**src/design/mme_pkg.sv**
```systemverilog
package mme_pkg;

	// serial timing in bus clock cycles (mclk is the bus clock)
	localparam int unsigned  BIT_CYCLES   = 256;
	localparam logic [7:0]   BIT_LAST     = 8'(BIT_CYCLES - 1);
	localparam logic [7:0]   HALF_LAST    = 8'(BIT_CYCLES / 2 - 1);
	localparam logic [3:0]   FRAME_LAST   = 4'h9;
	localparam logic [3:0]   BREAK_BITS   = 4'hA;
	localparam logic [3:0]   HOLD_BITS    = 4'h2;
	localparam logic [2:0]   SEC_LAST     = 3'h7;
	localparam logic [7:0]   ERASED_BYTE  = 8'hFF;

	typedef enum logic [3:0] {
		MODE_USER        = 4'h1,
		MODE_NORMAL      = 4'h2,
		MODE_FORCED_HIGH = 4'h4,
		MODE_FORCED_LOW  = 4'h8
	} mme_mode_e;

	typedef enum logic [5:0] {
		ST_IDLE   = 6'h01,
		ST_SECURE = 6'h02,
		ST_BREAK  = 6'h04,
		ST_READY  = 6'h08,
		ST_HOLD   = 6'h10,
		ST_ECHO   = 6'h20
	} mme_state_e;

	typedef struct packed {
		logic irqTestVoltage;
		logic irqPinLevel;
		logic rstTestVoltage;
		logic dividerSelect;
	} mme_pins_s;

endpackage

```
**src/design/mme_monitor_entry.sv**
```systemverilog
`timescale 1ns/100ps
// How it works
// RULE_01: with both reset-vector bytes erased, monitor mode is entered without the test voltage.
// RULE_02: all monitor traffic uses the one host serial pin, driven open-drain with a pull-up.
// RULE_03: entry pins are sampled and the mode latched at reset release after a power-on reset.
// RULE_04: once latched, later changes on the entry-selection pins have no effect; in normal mode the two test-voltage pins still switch the watchdog.
// RULE_05: after reset in monitor mode the device waits for eight security bytes first.
// RULE_06: after the security bytes the device sends a break of ten zero bits as ready.
// RULE_07: normal entry needs 4.9152 MHz with divider select low or 9.8304 MHz with it high.
// RULE_08: forced-high entry needs an external clock of 9.8304 MHz.
// RULE_09: forced-low entry enables the PLL for a 32.768 kHz crystal.
// RULE_10: a serial bit lasts 256 bus clock cycles.
// RULE_11: the watchdog is off in forced mode, and in normal mode while the test voltage stays.
// RULE_12: a received break makes the device hold the line high two bits, then echo the break.
// RULE_13: a programmed vector without the test voltage gives user mode with the watchdog on.
// RULE_14: for normal entry the host holds serial pin high and select pins at fixed levels.
module mme_monitor_entry (
	input  wire logic                mclk,
	input  wire logic                rst_n,
	input  wire logic                porFlag,
	input  wire mme_pkg::mme_pins_s  entryPins,
	input  wire logic [7:0]          vectorHigh,
	input  wire logic [7:0]          vectorLow,
	input  wire logic                hostSerialIn,
	output logic                     hostSerialOut,
	output logic                     hostSerialOe,
	output logic                     monitorMode,
	output logic                     forcedMonitor,
	output logic                     pllEnable,
	output logic                     busDivideByFour,
	output logic                     watchdogEnable,
	output logic                     monitorReady,
	output logic [7:0]               hostByte,
	output logic                     securityByteValid,
	output logic                     commandByteValid
);
	mme_pkg::mme_pins_s  pinsMetaFf;
	mme_pkg::mme_pins_s  pinsFf;
	mme_pkg::mme_mode_e  modeFf;
	mme_pkg::mme_state_e stateFf;
	logic       serialMetaFf;
	logic       serialFf;
	logic       inResetFf;
	logic       porArmFf;
	logic       latchNow;
	logic       divideFf;
	logic [2:0] secCountFf;
	logic       txGoFf;
	logic       txLevelReqFf;
	logic [3:0] txBitsFf;
	logic       txDone;
	logic       rxEnable;
	logic       rxValid;
	logic [7:0] rxData;
	logic       rxBreak;
	logic       txBusy;
	logic       txLevelOut;

	function automatic logic vector_erased(input logic [7:0] hi, input logic [7:0] lo);
		return (hi == mme_pkg::ERASED_BYTE) && (lo == mme_pkg::ERASED_BYTE);
	endfunction

	function automatic mme_pkg::mme_mode_e pick_mode(input mme_pkg::mme_pins_s p,
			input logic erased);
		if (p.irqTestVoltage) begin
			return mme_pkg::MODE_NORMAL;
		end else if (erased && p.irqPinLevel) begin
			return mme_pkg::MODE_FORCED_HIGH; // RULE_08
		end else if (erased) begin
			return mme_pkg::MODE_FORCED_LOW; // RULE_09
		end else begin
			return mme_pkg::MODE_USER; // RULE_13
		end
	endfunction

	// pins arrive from outside, two stages before use
	always_ff @(posedge mclk) begin
		pinsMetaFf   <= entryPins;
		pinsFf       <= pinsMetaFf;
		serialMetaFf <= hostSerialIn;
		serialFf     <= serialMetaFf;
	end

	// the release edge only counts as entry when a power-on reset preceded it
	always_ff @(posedge mclk) begin
		if (!rst_n) begin
			inResetFf <= 1'b1;
			if (porFlag) begin
				porArmFf <= 1'b1;
			end
		end else begin
			inResetFf <= 1'b0;
			porArmFf  <= 1'b0;
		end
	end

	assign latchNow = rst_n && inResetFf && porArmFf; // RULE_03

	// mode survives a plain reset: only power-on can leave a blank-vector monitor
	always_ff @(posedge mclk) begin
		if (!rst_n) begin
			if (porFlag) begin
				modeFf   <= mme_pkg::MODE_USER;
				divideFf <= 1'b0;
			end
		end else if (latchNow) begin
			modeFf   <= pick_mode(pinsFf, vector_erased(vectorHigh, vectorLow)); // RULE_01
			divideFf <= pinsFf.irqTestVoltage && pinsFf.dividerSelect; // RULE_07
		end
	end

	always_ff @(posedge mclk) begin
		if (!rst_n) begin
			monitorMode     <= 1'b0;
			forcedMonitor   <= 1'b0;
			pllEnable       <= 1'b0;
			busDivideByFour <= 1'b0;
			watchdogEnable  <= 1'b0;
		end else begin
			monitorMode     <= (modeFf != mme_pkg::MODE_USER); // RULE_04
			forcedMonitor   <= (modeFf == mme_pkg::MODE_FORCED_HIGH)
				|| (modeFf == mme_pkg::MODE_FORCED_LOW);
			pllEnable       <= (modeFf == mme_pkg::MODE_FORCED_LOW); // RULE_09
			busDivideByFour <= divideFf;
			case (modeFf)
				mme_pkg::MODE_USER: watchdogEnable <= 1'b1; // RULE_13
				mme_pkg::MODE_NORMAL: watchdogEnable <=
					!(pinsFf.irqTestVoltage || pinsFf.rstTestVoltage); // RULE_11
				default: watchdogEnable <= 1'b0; // RULE_11
			endcase
		end
	end

	assign txDone   = !txGoFf && !txBusy;
	// own transmissions echo back on the wired-OR line, so listening stops meanwhile
	assign rxEnable = txDone && ((stateFf == mme_pkg::ST_SECURE)
		|| (stateFf == mme_pkg::ST_READY));

	always_ff @(posedge mclk) begin
		if (!rst_n) begin
			stateFf      <= mme_pkg::ST_IDLE;
			secCountFf   <= 3'h0;
			txGoFf       <= 1'b0;
			txLevelReqFf <= 1'b1;
			txBitsFf     <= 4'h0;
		end else begin
			txGoFf <= 1'b0;
			case (stateFf)
				mme_pkg::ST_IDLE: begin
					if (!inResetFf && modeFf != mme_pkg::MODE_USER) begin
						stateFf    <= mme_pkg::ST_SECURE; // RULE_05
						secCountFf <= 3'h0;
					end
				end
				mme_pkg::ST_SECURE: begin
					if (rxValid) begin
						secCountFf <= secCountFf + 3'h1; // RULE_05
						if (secCountFf == mme_pkg::SEC_LAST) begin
							stateFf      <= mme_pkg::ST_BREAK;
							txGoFf       <= 1'b1;
							txLevelReqFf <= 1'b0;
							txBitsFf     <= mme_pkg::BREAK_BITS; // RULE_06
						end
					end
				end
				mme_pkg::ST_BREAK: begin
					if (txDone) begin
						stateFf <= mme_pkg::ST_READY;
					end
				end
				mme_pkg::ST_READY: begin
					if (rxBreak) begin
						stateFf      <= mme_pkg::ST_HOLD;
						txGoFf       <= 1'b1;
						txLevelReqFf <= 1'b1;
						txBitsFf     <= mme_pkg::HOLD_BITS; // RULE_12
					end
				end
				mme_pkg::ST_HOLD: begin
					if (txDone) begin
						stateFf      <= mme_pkg::ST_ECHO;
						txGoFf       <= 1'b1;
						txLevelReqFf <= 1'b0;
						txBitsFf     <= mme_pkg::BREAK_BITS; // RULE_12
					end
				end
				mme_pkg::ST_ECHO: begin
					if (txDone) begin
						stateFf <= mme_pkg::ST_READY;
					end
				end
				default: stateFf <= mme_pkg::ST_IDLE;
			endcase
		end
	end

	always_ff @(posedge mclk) begin
		if (!rst_n) begin
			hostSerialOut     <= 1'b0;
			hostSerialOe      <= 1'b0;
			monitorReady      <= 1'b0;
			hostByte          <= 8'h00;
			securityByteValid <= 1'b0;
			commandByteValid  <= 1'b0;
		end else begin
			// open drain: only a low is driven, the pull-up makes the high
			hostSerialOut     <= 1'b0; // RULE_02
			hostSerialOe      <= !txLevelOut; // RULE_02
			monitorReady      <= (stateFf == mme_pkg::ST_READY);
			securityByteValid <= rxValid && (stateFf == mme_pkg::ST_SECURE); // RULE_05
			commandByteValid  <= rxValid && (stateFf == mme_pkg::ST_READY);
			if (rxValid) begin
				hostByte <= rxData;
			end
		end
	end

	mme_serial_link link (
		.mclk       (mclk),
		.rst_n      (rst_n),
		.rxEnable   (rxEnable),
		.rxLine     (serialFf),
		.txStart    (txGoFf),
		.txLevel    (txLevelReqFf),
		.txBits     (txBitsFf),
		.rxValid    (rxValid),
		.rxData     (rxData),
		.rxBreak    (rxBreak),
		.txBusy     (txBusy),
		.txLevelOut (txLevelOut)
	);
endmodule

```
**src/design/mme_serial_link.sv**
```systemverilog
`timescale 1ns/100ps
module mme_serial_link (
	input  wire logic        mclk,
	input  wire logic        rst_n,
	input  wire logic        rxEnable,
	input  wire logic        rxLine,
	input  wire logic        txStart,
	input  wire logic        txLevel,
	input  wire logic [3:0]  txBits,
	output logic             rxValid,
	output logic [7:0]       rxData,
	output logic             rxBreak,
	output logic             txBusy,
	output logic             txLevelOut
);
	logic       rxActiveFf;
	logic       rxLinePrevFf;
	logic [7:0] rxTimerFf;
	logic [3:0] rxCountFf;
	logic [8:0] rxShiftFf;
	logic [7:0] txTimerFf;
	logic [3:0] txLeftFf;

	assign txBusy = (txLeftFf != 4'h0);

	// sample mid-bit: half a bit after the start edge, then every bit period
	always_ff @(posedge mclk) begin
		if (!rst_n) begin
			rxActiveFf   <= 1'b0;
			rxLinePrevFf <= 1'b1;
			rxTimerFf    <= 8'h00;
			rxCountFf    <= 4'h0;
			rxShiftFf    <= 9'h000;
			rxValid      <= 1'b0;
			rxBreak      <= 1'b0;
			rxData       <= 8'h00;
		end else begin
			rxValid      <= 1'b0;
			rxBreak      <= 1'b0;
			rxLinePrevFf <= rxLine;
			if (!rxActiveFf) begin
				// start is a falling edge: the tail of our own low is still in the synchroniser
				if (rxEnable && rxLinePrevFf && !rxLine) begin
					rxActiveFf <= 1'b1;
					rxTimerFf  <= mme_pkg::HALF_LAST; // RULE_10
					rxCountFf  <= 4'h0;
				end
			end else if (rxTimerFf == 8'h00) begin
				rxTimerFf <= mme_pkg::BIT_LAST; // RULE_10
				rxCountFf <= rxCountFf + 4'h1;
				if (rxCountFf == 4'h0) begin
					// glitch on the idle line, not a start bit
					if (rxLine) begin
						rxActiveFf <= 1'b0;
					end
				end else if (rxCountFf == mme_pkg::FRAME_LAST) begin
					rxActiveFf <= 1'b0;
					if (rxLine) begin
						rxValid <= 1'b1;
						rxData  <= rxShiftFf[8:1];
					end else if (rxShiftFf[8:1] == 8'h00) begin
						rxBreak <= 1'b1; // RULE_12
					end
				end else begin
					rxShiftFf <= {rxLine, rxShiftFf[8:1]};
				end
			end else begin
				rxTimerFf <= rxTimerFf - 8'h01;
			end
		end
	end

	always_ff @(posedge mclk) begin
		if (!rst_n) begin
			txTimerFf  <= 8'h00;
			txLeftFf   <= 4'h0;
			txLevelOut <= 1'b1;
		end else if (txStart && !txBusy) begin
			txTimerFf  <= mme_pkg::BIT_LAST;
			txLeftFf   <= txBits;
			txLevelOut <= txLevel; // RULE_06
		end else if (txBusy) begin
			if (txTimerFf == 8'h00) begin
				txTimerFf <= mme_pkg::BIT_LAST; // RULE_10
				txLeftFf  <= txLeftFf - 4'h1;
				if (txLeftFf == 4'h1) begin
					txLevelOut <= 1'b1;
				end
			end else begin
				txTimerFf <= txTimerFf - 8'h01;
			end
		end
	end
endmodule

```
**config.mk**
```make
export PLATFORM = sky130hd
export DESIGN_NAME = mme_monitor_entry
export DESIGN_NICKNAME = d
export VERILOG_FILES = /design/src/design/mme_pkg.sv /design/src/design/mme_monitor_entry.sv /design/src/design/mme_serial_link.sv
export SDC_FILE = /design/constraint.sdc
export NUM_CORES = 1
export LEC_CHECK = 0
export BUFFER_PORTS_ARGS = -buffer_cell sky130_fd_sc_hd__buf_4
export CAP_MARGIN = 20
export CELL_PAD_IN_SITES_DETAIL_PLACEMENT = 0
export CELL_PAD_IN_SITES_GLOBAL_PLACEMENT = 1
export CORE_ASPECT_RATIO = 2
export CORE_MARGIN = 10
export CORE_UTILIZATION = 45
export DETAILED_ROUTE_END_ITERATION = 12
export GPL_TIMING_DRIVEN = 0
export PLACE_DENSITY = 0.8
export SLEW_MARGIN = 20
export SYNTH_ARGS = -nofsm -noshare
export SYNTH_HDL_FRONTEND = slang
export SYNTH_SLANG_ARGS = --single-unit
```
**constraint.sdc**
```tcl
create_clock -name mclk -period 2.6 [get_ports mclk]
set_input_delay 0.26 -clock mclk [delete_from_list [all_inputs] [get_ports mclk]]
set_output_delay 0.26 -clock mclk [all_outputs]
set_load 0.05 [all_outputs]
```
; Word-level counts from Yosys, hierarchy flattened
; Cells that the tools add are included.
[word_totals]
regBits = 95
inputBits = 24
out_inout_bits = 18
elab_cells = 180
[op_classes]
add_sub_neg = 5
eq_ne = 24
muxes = 60
bitwise = 5
n_reduce_logical = 46
[ops]
columns = op, count
row1 = two-way mux 4 bit, 16
row2 = two-way mux 8 bit, 6
row3 = two-way mux 6 bit, 6
row4 = case mux 6 bit (5 select lines), 1
row5 = logical NOT 8 bit, 3
row6 = two-way mux 1 bit, 24
row7 = "equality test 8 bit, second input constant", 2
row8 = "subtractor 8 x 1 -> 8 bit, second input constant", 2
row9 = logical AND 1 bit, 13
row10 = case mux 4 bit (3 select lines), 1
row11 = nonzero test 2 bit, 6
row12 = "inequality test 2 x 1 -> 1 bit, second input constant", 5
row13 = AND reduction 5 bit, 2
row14 = "equality test 4 x 1 -> 1 bit, second input constant", 2
row15 = "equality test 4 bit, second input constant", 2
row16 = "equality test 6 x 1 -> 1 bit, second input constant", 1
row17 = "equality test 6 x 2 -> 1 bit, second input constant", 1
row18 = "equality test 6 x 3 -> 1 bit, second input constant", 1
row19 = "equality test 6 x 4 -> 1 bit, second input constant", 1
row20 = "equality test 6 x 5 -> 1 bit, second input constant", 1
row21 = "equality test 6 bit, second input constant", 1
row22 = logical NOT 1 bit, 6
row23 = two-way mux 3 bit, 2
row24 = "inequality test 2 bit, second input constant", 3
row25 = other kinds (22), 32

; Depth between registers and ports, before layout
; Gate-level depths: netlist (run 1).
[depth]
ltp_word = 8
mapped_depth = 8
depth_no_buf = 7

; Modules after synthesis
; From an unflattened synthesis (run 1), not the netlist that was laid out.
[hier_totals]
hier_cells = 410
hier_area_um2 = 3854.9
[modules_own_cells]
columns = module, n_inst, cells_per_inst, area_each_um2, seq_area_each_um2
row1 = mme_serial_link, 1, 248, 2163.3, 900.9
row2 = mme_monitor_entry, 1, 162, 1691.6, 991.0

; Worst setup path after synthesis (run 1)
; No wires, ideal clock.
[synth_path]
path_type = reg2reg
startpoint = register link.txLeftFf[0]
endpoint = register link.rxTimerFf[4]
setup_time_ns = 0.071
arrival_ns = 1.893
path_slack_ns = 0.637
path_stages_with_launch = 8
path_cell_list = dfxtp_1 -> inv_1 -> ha_1 -> or4b_4 -> nor4_4 -> nor2_2 -> a211o_1 -> a21oi_1
[synth_between]
elab_chain_cells = 7
[synth_lines]
columns = item, line_no
row1 = "start, declared", mme_serial_link.sv:22  ; logic [3:0] txLeftFf;
row2 = "start signal, assigned", mme_serial_link.sv:80  ; txLeftFf <= txBits;
row3 = "start signal, assigned", mme_serial_link.sv:85  ; txLeftFf <= txLeftFf - 4'h1;
row4 = nonzero test 4 bit, mme_serial_link.sv:24  ; assign txBusy = (txLeftFf != 4'h0);
row5 = logical NOT 1 bit, mme_monitor_entry.sv:134  ; assign txDone = !txGoFf && !txBusy;
row6 = logical AND 1 bit, mme_monitor_entry.sv:134
row7 = logical AND 1 bit, mme_monitor_entry.sv:136  ; assign rxEnable = txDone && ((stateFf == mme_pkg::ST_SECURE)
row8 = logical AND 1 bit (2 in series), mme_serial_link.sv:43  ; if (rxEnable && rxLinePrevFf && !rxLine) begin
row9 = nonzero test 2 bit (no source line), --
row10 = "end signal, assigned", mme_serial_link.sv:45  ; rxTimerFf <= mme_pkg::HALF_LAST;
row11 = "end signal, assigned", mme_serial_link.sv:49  ; rxTimerFf <= mme_pkg::BIT_LAST;
row12 = "end signal, assigned", mme_serial_link.sv:68  ; rxTimerFf <= rxTimerFf - 8'h01;
row13 = "end, declared", mme_serial_link.sv:18  ; logic [7:0] rxTimerFf;
; Every way passes these cells.
; A chain may end at the register's enable or synchronous reset.

; Final worst setup path (run 1)
[layout_path]
startpoint = register modeFf[3]
endpoint = register stateFf[2]
[layout_between]
elab_chain_cells = 4
[layout_lines]
columns = item, line_no
row1 = "start, declared", mme_monitor_entry.sv:39  ; mme_pkg::mme_mode_e modeFf;
row2 = "start signal, assigned", mme_monitor_entry.sv:103  ; modeFf <= mme_pkg::MODE_USER;
row3 = "start signal, assigned", mme_monitor_entry.sv:107  ; modeFf <= pick_mode(pinsFf, vector_erased(vectorHigh, vectorLow));
row4 = inequality test 4 x 1 -> 1 bit, mme_monitor_entry.sv:150  ; if (!inResetFf && modeFf != mme_pkg::MODE_USER) begin
row5 = logical AND 1 bit, mme_monitor_entry.sv:150
row6 = inequality test 2 bit (no source line), --
row7 = AND reduction 6 bit (no source line), --
row8 = "end signal, assigned", mme_monitor_entry.sv:151  ; stateFf <= mme_pkg::ST_SECURE;
row9 = "end signal, assigned", mme_monitor_entry.sv:159  ; stateFf <= mme_pkg::ST_BREAK;
row10 = "end signal, assigned", mme_monitor_entry.sv:168  ; stateFf <= mme_pkg::ST_READY;
row11 = "end, declared", mme_monitor_entry.sv:40  ; mme_pkg::mme_state_e stateFf;
; Every way passes these cells.

==> results of run 1 <==
cell families after synthesis:
kind of cell | count (synthesis) | share of synthesized area [%]
AO/OA/AOI/OAI | 61 | 10.67
XOR/XNOR | 11 | 2.551
adder cells (fa/ha/maj) | 12 | 3.976
buffers and inverters | 37 | 3.844
flip-flops | 92 | 50.10
multiplexers | 28 | 7.521
other | 1 | 0.09931
AND/OR/NAND/NOR | 152 | 21.24
cell type report:
| type | count | area, um^2 |
|---|---|---|
| fillers | 794 | 3731 |
| flip-flops and latches | 92 | 1892 |
| multi-input cells | 265 | 1739 |
| repair buffers | 40 | 300.3 |
| clock buffers | 10 | 239.0 |
| well taps | 98 | 122.6 |
| plain buffers | 19 | 77.57 |
| inverters | 18 | 67.56 |
| clock inverters | 6 | 63.81 |
cell usage in the layout, fill, tap and decap left out, drive strengths merged, types with 6 or more instances in the layout:
| cell | synthesis | routed |
|---|---|---|
| nor4 | 10 | 10 |
| nor2 | 58 | 58 |
| clkbuf | 14 | 24 |
| a21oi | 19 | 19 |
| nor3 | 15 | 15 |
| nand2 | 15 | 15 |
| o21ai | 14 | 14 |
| nand4 | 6 | 6 |
| inv | 18 | 18 |
| dfxtp | 87 | 87 |
| nand3 | 12 | 12 |
| mux2i | 25 | 25 |
| ha | 12 | 12 |
| buf | 5 | 45 |
| xor2 | 7 | 7 |
final timing paths:
kind / slack (ns) / from / endpoint / cells past startpoint
max: 0.25 / modeFf[3] / stateFf[2] / 5
min: 0.02 / hostSerialIn / serialMetaFf / 1
max reg2reg: 0.25 / modeFf[3] / stateFf[2] / 5
min reg2reg: 0.32 / pinsMetaFf[2] / pinsFf[2] / 0
flip-flops by register name, indices dropped and copies added, names as in the netlist, 2 cells and up:
name and count:
link.rxData 8, link.rxShiftFf 8, secCountFf 3, link.txTimerFf 8, pinsMetaFf 4, pinsFf 4, hostByte 8, stateFf 6
txBitsFf 2, modeFf 4, link.rxTimerFf 8, link.rxCountFf 4, link.txLeftFf 4
stage by stage:
| stage | setup WS, ns | hold slack [ns] | instances | instance area [um^2] |
|---|---|---|---|---|
| after global placement | 0.1619 | 0.3116 | 532 | 4199 |
| final | 0.2543 | 0.01993 | 548 | 4502 |
| after CTS | 0.1335 | 0.01228 | 548 | 4502 |
| after floorplan | 0.6369 | 0.2877 | 394 | 3776 |
| after detailed placement | 0.1453 | 0.3121 | 532 | 4199 |
| after global routing | 0.03043 | 0.01170 | 548 | 4502 |
critical path, cell delays in order (launching register included):
cell and delay (ns):
edfxtp_1 0.44, nor4b_1 0.91, o2111ai_1 0.26, o2111ai_1 0.30
mux2i_1 0.24, nor2_1 0.05
metal layers:
layer | vias up | part of all wire (%) | GRT usage (%)
met5 | - | 0 | 0
met4 | 0 | 3.3 | 7.368
met3 | 23 | 3.1 | 3.266
met2 | 48 | 56 | 25.95
met1 | 1396 | 38 | 12.52
li1 | 1496 | - | -
power by group:
group / total [mW] / internal [mW] / switching [mW]
registers: 1.63 / 1.53 / 0.0958
logic: 0.726 / 0.316 / 0.411
clock network: 1.30 / 0.768 / 0.531
==> results.ini, run 1 <==
[status]
status = completed

[floorplan]
die_w_um = 84.78
io_pins = 42
die_height_um = 149.6
die-area_um2 = 12680
start_util_pct = 45.87
num_rows = 47
core_um2 = 8233

[layout]
fin_nets = 481
diodes = 0
synthToLayoutAreaGrowth_pct = 19.22
final_util_pct = 54.68
drive_above_1_share_pct = 16.89

[timing]
slew_headroom_pct = 29.24
rsz0062_at_grt = false
fin_skew_ns = 0.005802
fmaxAchievable_mhz = 426.3
hold_viol_final = 0
fin_crit_ns = 2.346
report.final.slew_viol_count = 0
finalSetupViolations = 0
tns_ns = 0
fin_crit_sh_pct = 90.22
tightestPinTransition_ns = 1.047

[power]
p_leak_nw = 1.878
peakVddDrop_mv = 0.5386
total_power_mw = 3.654
p_per_area_nw_per_um2 = 811.8

[clock_network]
clk_path_buf_depth = 2
postCtsSetupBuffers = 0
cts_tree = done
path_clk_slew_ns = 0.06
cts_hold_buf = 0
clkLatencyLatePin_ns = 0.34
cts_buffers = 9
root_buffer = clkbuf_16
clock-sinks = 92
htree_levels = 3
cts_resized = 0

[global_route]
grt_pass1_vias = 3028
antenna_found_initial = 0
grt_pass1_wl_mm = 13.90
overflow = 0
grt_start_max_net_pins = 16
grt.total_usage_pct = 13.53

[synthesis]
synth_area_um2 = 3776
synth_top_cell_area_share_pct = 46.12
ys_warn_count = 0
synthCells = 394
synth.most_common_cell = dfxtp_1
yosysSeqAreaShare_pct = 50.10
ys_async_sr_fraction_pct = 0
yosysTopAreaCell = dfxtp_1
syn-num-nets = 430
ys_ff_latch = 92
synth.distinct_cells = 58
synthTopCellsByCount = dfxtp_1, nor2_1, mux2i_1
synth_edf_count = 5
yosys-top-cells-area = dfxtp_1, mux2i_1, nor2_1
syn_avg_cell_area_um2 = 9.584
synth_ff_type = dfxtp_1

[worst_setup_path]
critPathMaxFanout = 4
crit_path_start_kind = flip-flop
cp.required_ns = 2.81
crit_type = flip-flop to flip-flop
arrival_ns = 2.56
end_kind = flip-flop

[routing]
drt-wirelength-per-cell_um = 15.37
drc_errors = 0
viasPerCell = 5.407
first_pass_iters = 4
routed_wl_mm = 8.421
drt_iter0_markers = 141
drtAntennaViolNets = 0
num_vias = 2963

[place]
dp_hpwl_mm = 6.391
gp_congestion = 0.8084
io_buffers = 40

[flow_run]
cap_violations = 0

[hold_path]
hold_path_class = primary input to flip-flop

Note: power is estimated with default switching activity, not from simulation.
==> run 2, diff against run 1 <==
--- a/config.mk
+++ b/config.mk
@@ -7,14 +7,13 @@
 export LEC_CHECK = 0
 export BUFFER_PORTS_ARGS = -buffer_cell sky130_fd_sc_hd__buf_4
 export CAP_MARGIN = 20
-export CELL_PAD_IN_SITES_DETAIL_PLACEMENT = 0
-export CELL_PAD_IN_SITES_GLOBAL_PLACEMENT = 1
 export CORE_ASPECT_RATIO = 2
 export CORE_MARGIN = 10
-export CORE_UTILIZATION = 45
+export CORE_UTILIZATION = 58
 export DETAILED_ROUTE_END_ITERATION = 12
 export GPL_TIMING_DRIVEN = 0
 export PLACE_DENSITY = 0.8
+export SKIP_LAST_GASP = 1
 export SLEW_MARGIN = 20
 export SYNTH_ARGS = -nofsm -noshare
 export SYNTH_HDL_FRONTEND = slang
==> constraint.sdc (replaced) <==
create_clock -name mclk -period 2.6 [get_ports mclk]
set_input_delay 0.52 -clock mclk [delete_from_list [all_inputs] [get_ports mclk]]
set_output_delay 0.52 -clock mclk [all_outputs]
set_load 0.05 [all_outputs]
==> run 2 against run 1 <==
Against the previous run:
- worst hold slack improved by 0.26 ns
- critical path depth did not move
- utilization rose by 17 points
- non-clock buffer count did not move
- sequential power barely moved
- cell area fell by 0.22%
- first-iteration DRC count fell by 5.0%
- highest routed layer unchanged
==> results.ini, run 2 (synthesis gave the netlist of run 1 again) <==
[layout]
diodes = 0
synthToLayoutAreaGrowth_pct = 18.95
fillers = 489
drive_above_1_share_pct = 16.44
seq_area_um2 = 1892
layout_common_cells = dfxtp_1, nor2_1, buf_4, mux2i_1, a21oi_1
fin_nets = 481
final_util_pct = 71.19
post_layout_nonfiller_instances = 536
layout_commonest_cell = dfxtp_1
multi_input_area_um2 = 1739

[routing]
viasPerCell = 5.659
drtAntennaViolNets = 0
drt-wirelength-per-cell_um = 15.86
drt_iter0_markers = 134
routed_wl_mm = 8.499
first_pass_iters = 4
num_vias = 3033
drc_errors = 0

[status]
status = completed

[global_route]
grt.total_usage_pct = 16.83
antenna_found_initial = 0
grt_start_max_net_pins = 15
grt_pass1_wl_mm = 14.11
overflow = 0
grt_pass1_vias = 3088

[clock_network]
path_clk_slew_ns = 0.06
root_buffer = clkbuf_16
postCtsSetupBuffers = 0
cts_resized = 0
clkLatencyLatePin_ns = 0.34
htree_levels = 3
cts_buffers = 9
cts_hold_buf = 0
clock-sinks = 92
cts_tree = done
clk_path_buf_depth = 2

[hold_path]
hold_start = entryPins[2]
hold_path_class = primary input to flip-flop

[timing]
fin_skew_ns = 0.005861
slew_headroom_pct = 28.10
fin_crit_ns = 2.367
report.final.slew_viol_count = 0
fin_crit_sh_pct = 91.05
fmaxAchievable_mhz = 422.4
hold_viol_final = 0
tns_ns = 0
tightestPinTransition_ns = 1.064
rsz0062_at_grt = false
finalSetupViolations = 0

[worst_setup_path]
startpoint = modeFf[3]
cp.required_ns = 2.82
end_kind = flip-flop
critPathMaxFanout = 4
rrSetupSlack_ns = 0.23
arrival_ns = 2.59
crit_path_start_kind = flip-flop
crit_type = flip-flop to flip-flop
r2r-start = modeFf[3]

[floorplan]
die_height_um = 134.1
num_rows = 41
die-area_um2 = 10330
io_pins = 42
core_um2 = 6310
start_util_pct = 59.85
die_w_um = 77.06

[place]
io_buffers = 40
gp_congestion = 0.8108
dpl.cell_count = 520
dp_hpwl_mm = 6.276

[power]
p_leak_nw = 1.887
peakVddDrop_mv = 0.5216
p_per_area_nw_per_um2 = 826.8

[flow_run]
cap_violations = 0

[run 2: changes by cell type in the layout (fill, tap and decap cells not counted)]
cell / change
clkinvlp_4: -2
bufinv_16: +1
clkbuf_1: +1
clkbuf_8: -1
clkinv_2: +1
clkinv_1: +1
clkinv_4: -1
[run 2: path summary, 6_finish.rpt]
check,end,cells past startpoint
worst max-delay path,stateFf[2],5
worst min-delay path,pinsMetaFf[2],1
worst max register to register,stateFf[2],5
worst min register to register,pinsFf[2],0
[run 2: critical path: stages (launching register included)]
cell and delay [ns]:
edfxtp_1 0.45, nor4b_1 0.93, o2111ai_1 0.27, o2111ai_1 0.31, mux2i_1 0.24, nor2_1 0.05
[run 2: per-layer routing]
| layer | GRT usage (%) | vias to the layer above | share of wire (%) |
|---|---|---|---|
| li1 | - | 1497 | - |
| met5 | 0 | - | 0 |
| met1 | 15.21 | 1447 | 35 |
| met2 | 32.52 | 69 | 58 |
| met3 | 4.150 | 20 | 3.9 |
| met4 | 9.592 | 0 | 3.0 |
[run 2: layout make-up]
type,instances,area share (%)
Buffer,19,1.727
Clock buffer,10,5.097
Clock inverter,6,1.755
Inverter,18,1.504
Multi-Input combinational cell,265,38.72
Sequential cell,92,42.12
Tap cell,86,2.396
Timing Repair Buffer,40,6.685
[run 2: power breakdown]
part           switching (mW)  total (mW)  internal [mW]
clock network           0.510        1.34          0.833
registers              0.0973        1.63           1.53
logic                   0.423       0.740          0.317
total                    1.03        3.71           2.68
[run 2: stage by stage]
step | worst slack (ns) | cell area, um^2 | hold WS (ns) | power, mW
finish | 0.2328 | 4492 | 0.2773 | 3.714
global route | 0.1165 | 4492 | 0.2742 | 3.877
CTS | 0.2348 | 4492 | 0.2730 | 3.726
detailed placement | 0.2452 | 4184 | 0.3154 | 2.386
global placement | 0.2407 | 4184 | 0.3113 | 2.351
floorplan | 0.6369 | 3776 | 0.3096 | 2.196
==> run 3, diff against run 2 <==
--- a/config.mk
+++ b/config.mk
@@ -7,9 +7,11 @@
 export LEC_CHECK = 0
 export BUFFER_PORTS_ARGS = -buffer_cell sky130_fd_sc_hd__buf_4
 export CAP_MARGIN = 20
+export CELL_PAD_IN_SITES_DETAIL_PLACEMENT = 1
+export CELL_PAD_IN_SITES_GLOBAL_PLACEMENT = 1
 export CORE_ASPECT_RATIO = 2
 export CORE_MARGIN = 10
-export CORE_UTILIZATION = 58
+export CORE_UTILIZATION = 45
 export DETAILED_ROUTE_END_ITERATION = 12
 export GPL_TIMING_DRIVEN = 0
 export PLACE_DENSITY = 0.8
==> run 3 against run 2 <==
Against the previous run:
- combinational power about the same
- clock-buffer cell count increased by 1
- non-clock buffer count unchanged
- clock power decreased by 7%
==> results.ini, run 3 (synthesis gave the netlist of run 1 again) <==
[place]
io_buffers = 40
dpl.cell_count = 532
dp_hpwl_mm = 7.121
gp_congestion = 0.8084
pre_cts_ws_ns = 0.1252

[routing]
drt-wirelength-per-cell_um = 17.30
viasPerCell = 5.498
drc_errors = 0
drtAntennaViolNets = 0
route.met3.wl_um = 222
met1_length_mm = 3.439
routed.top_layer = met4
met2_wirelength_mm = 5.644
drt_iter0_markers = 98
num_vias = 3013
routed_wl_mm = 9.483
first_pass_iters = 5

[floorplan]
core_um2 = 8233
die-area_um2 = 12680
io_pins = 42
start_util_pct = 45.87
num_rows = 47
die_height_um = 149.6
die_w_um = 84.78

[timing]
rsz0062_at_grt = false
slew_headroom_pct = 21.39
tns_ns = 0
fmaxAchievable_mhz = 402.5
fin_ws_ns = 0.1158
hold_viol_final = 0
fin_skew_ns = 0.004689
report.final.slew_viol_count = 0
fin_crit_sh_pct = 95.55
tightestPinTransition_ns = 1.163
fin_crit_ns = 2.484
finalSetupViolations = 0

[clock_network]
cts_hold_buf = 0
cts_buffers = 9
postCtsSetupBuffers = 0
clock-sinks = 92
clk_path_buf_depth = 2
root_buffer = clkbuf_16
cts_resized = 0
htree_levels = 3
cts_tree = done
path_clk_slew_ns = 0.07
clkLatencyLatePin_ns = 0.34

[hold_path]
hold_depth = 1
hold_path_class = primary input to flip-flop

[flow_run]
cap_violations = 0

[global_route]
antenna_found_initial = 0
grt_pass1_wl_mm = 15.79
overflow = 0
grt_pass1_vias = 3311
grt.total_usage_pct = 15.33
grt_start_max_net_pins = 16

[layout]
diodes = 0
fin_nets = 481
synthToLayoutAreaGrowth_pct = 18.89
layout_common_cells = dfxtp_1, nor2_1, buf_4, mux2i_1, a21oi_1
post_layout_nonfiller_instances = 548
layout_commonest_cell = dfxtp_1
fillers = 970
drive_above_1_share_pct = 17.11

[power]
p_per_area_nw_per_um2 = 806.6
peakVddDrop_mv = 0.5162
p_leak_nw = 1.873

[worst_setup_path]
reg2reg_depth = 5
critPathMaxFanout = 4
end_kind = flip-flop
crit_path_start_kind = flip-flop
arrival_ns = 2.70
crit_type = flip-flop to flip-flop
cp.required_ns = 2.81

[status]
status = completed

[run 3: cell type report]
cell class	instances	area (um^2)	share of cell area [%]
inverters	18	67.56	1.505
multi-input cells	265	1742	38.80
plain buffers	19	77.57	1.728
well taps	98	122.6	2.731
repair buffers	40	300.3	6.689
clock inverters	5	35.03	0.7804
flip-flops and latches	92	1892	42.14
clock buffers	11	252.7	5.630
[run 3: worst max-delay path: stages (launching register included)]
cell and delay (ns):
edfxtp_1 0.45, nor4b_1 1.00, o2111ai_1 0.27, o2111ai_1 0.32, mux2i_1 0.26, nor2_1 0.06
[run 3: layer usage]
| metal | GRT usage, % | vias to the layer above |
|---|---|---|
| met4 | 6.871 | 0 |
| met1 | 13.94 | 1475 |
| met3 | 2.885 | 11 |
| met2 | 30.92 | 35 |
| li1 | - | 1492 |
| met5 | 0 | - |
[run 3: final timing paths]
path	from	to	slack, ns
worst max-delay path	modeFf[3]	stateFf[2]	0.12
worst max register to register	modeFf[3]	stateFf[2]	0.12
worst min-delay path	hostSerialIn	serialMetaFf	0.29
worst min register to register	serialMetaFf	serialFf	0.33
[run 3: where the power goes]
part | leakage (nW) | switching (mW) | internal, mW
Combinational | 0.976 | 0.425 | 0.317
Sequential | 0.758 | 0.0973 | 1.53
Clock | 0.138 | 0.548 | 0.701
Total | 1.87 | 1.07 | 2.55
[run 3: per-stage QoR]
stage | utilization (%) | area [um^2] | total power [mW] | hold slack [ns]
floorplan | - | 3776 | 2.196 | 0.3096
global placement | 51.00 | 4199 | 2.371 | 0.3116
detailed placement | 51.00 | 4199 | 2.400 | 0.3138
CTS | 54.50 | 4487 | 3.658 | 0.2710
global route | 54.53 | 4489 | 3.807 | 0.2741
finish | 54.53 | 4489 | 3.621 | 0.2854
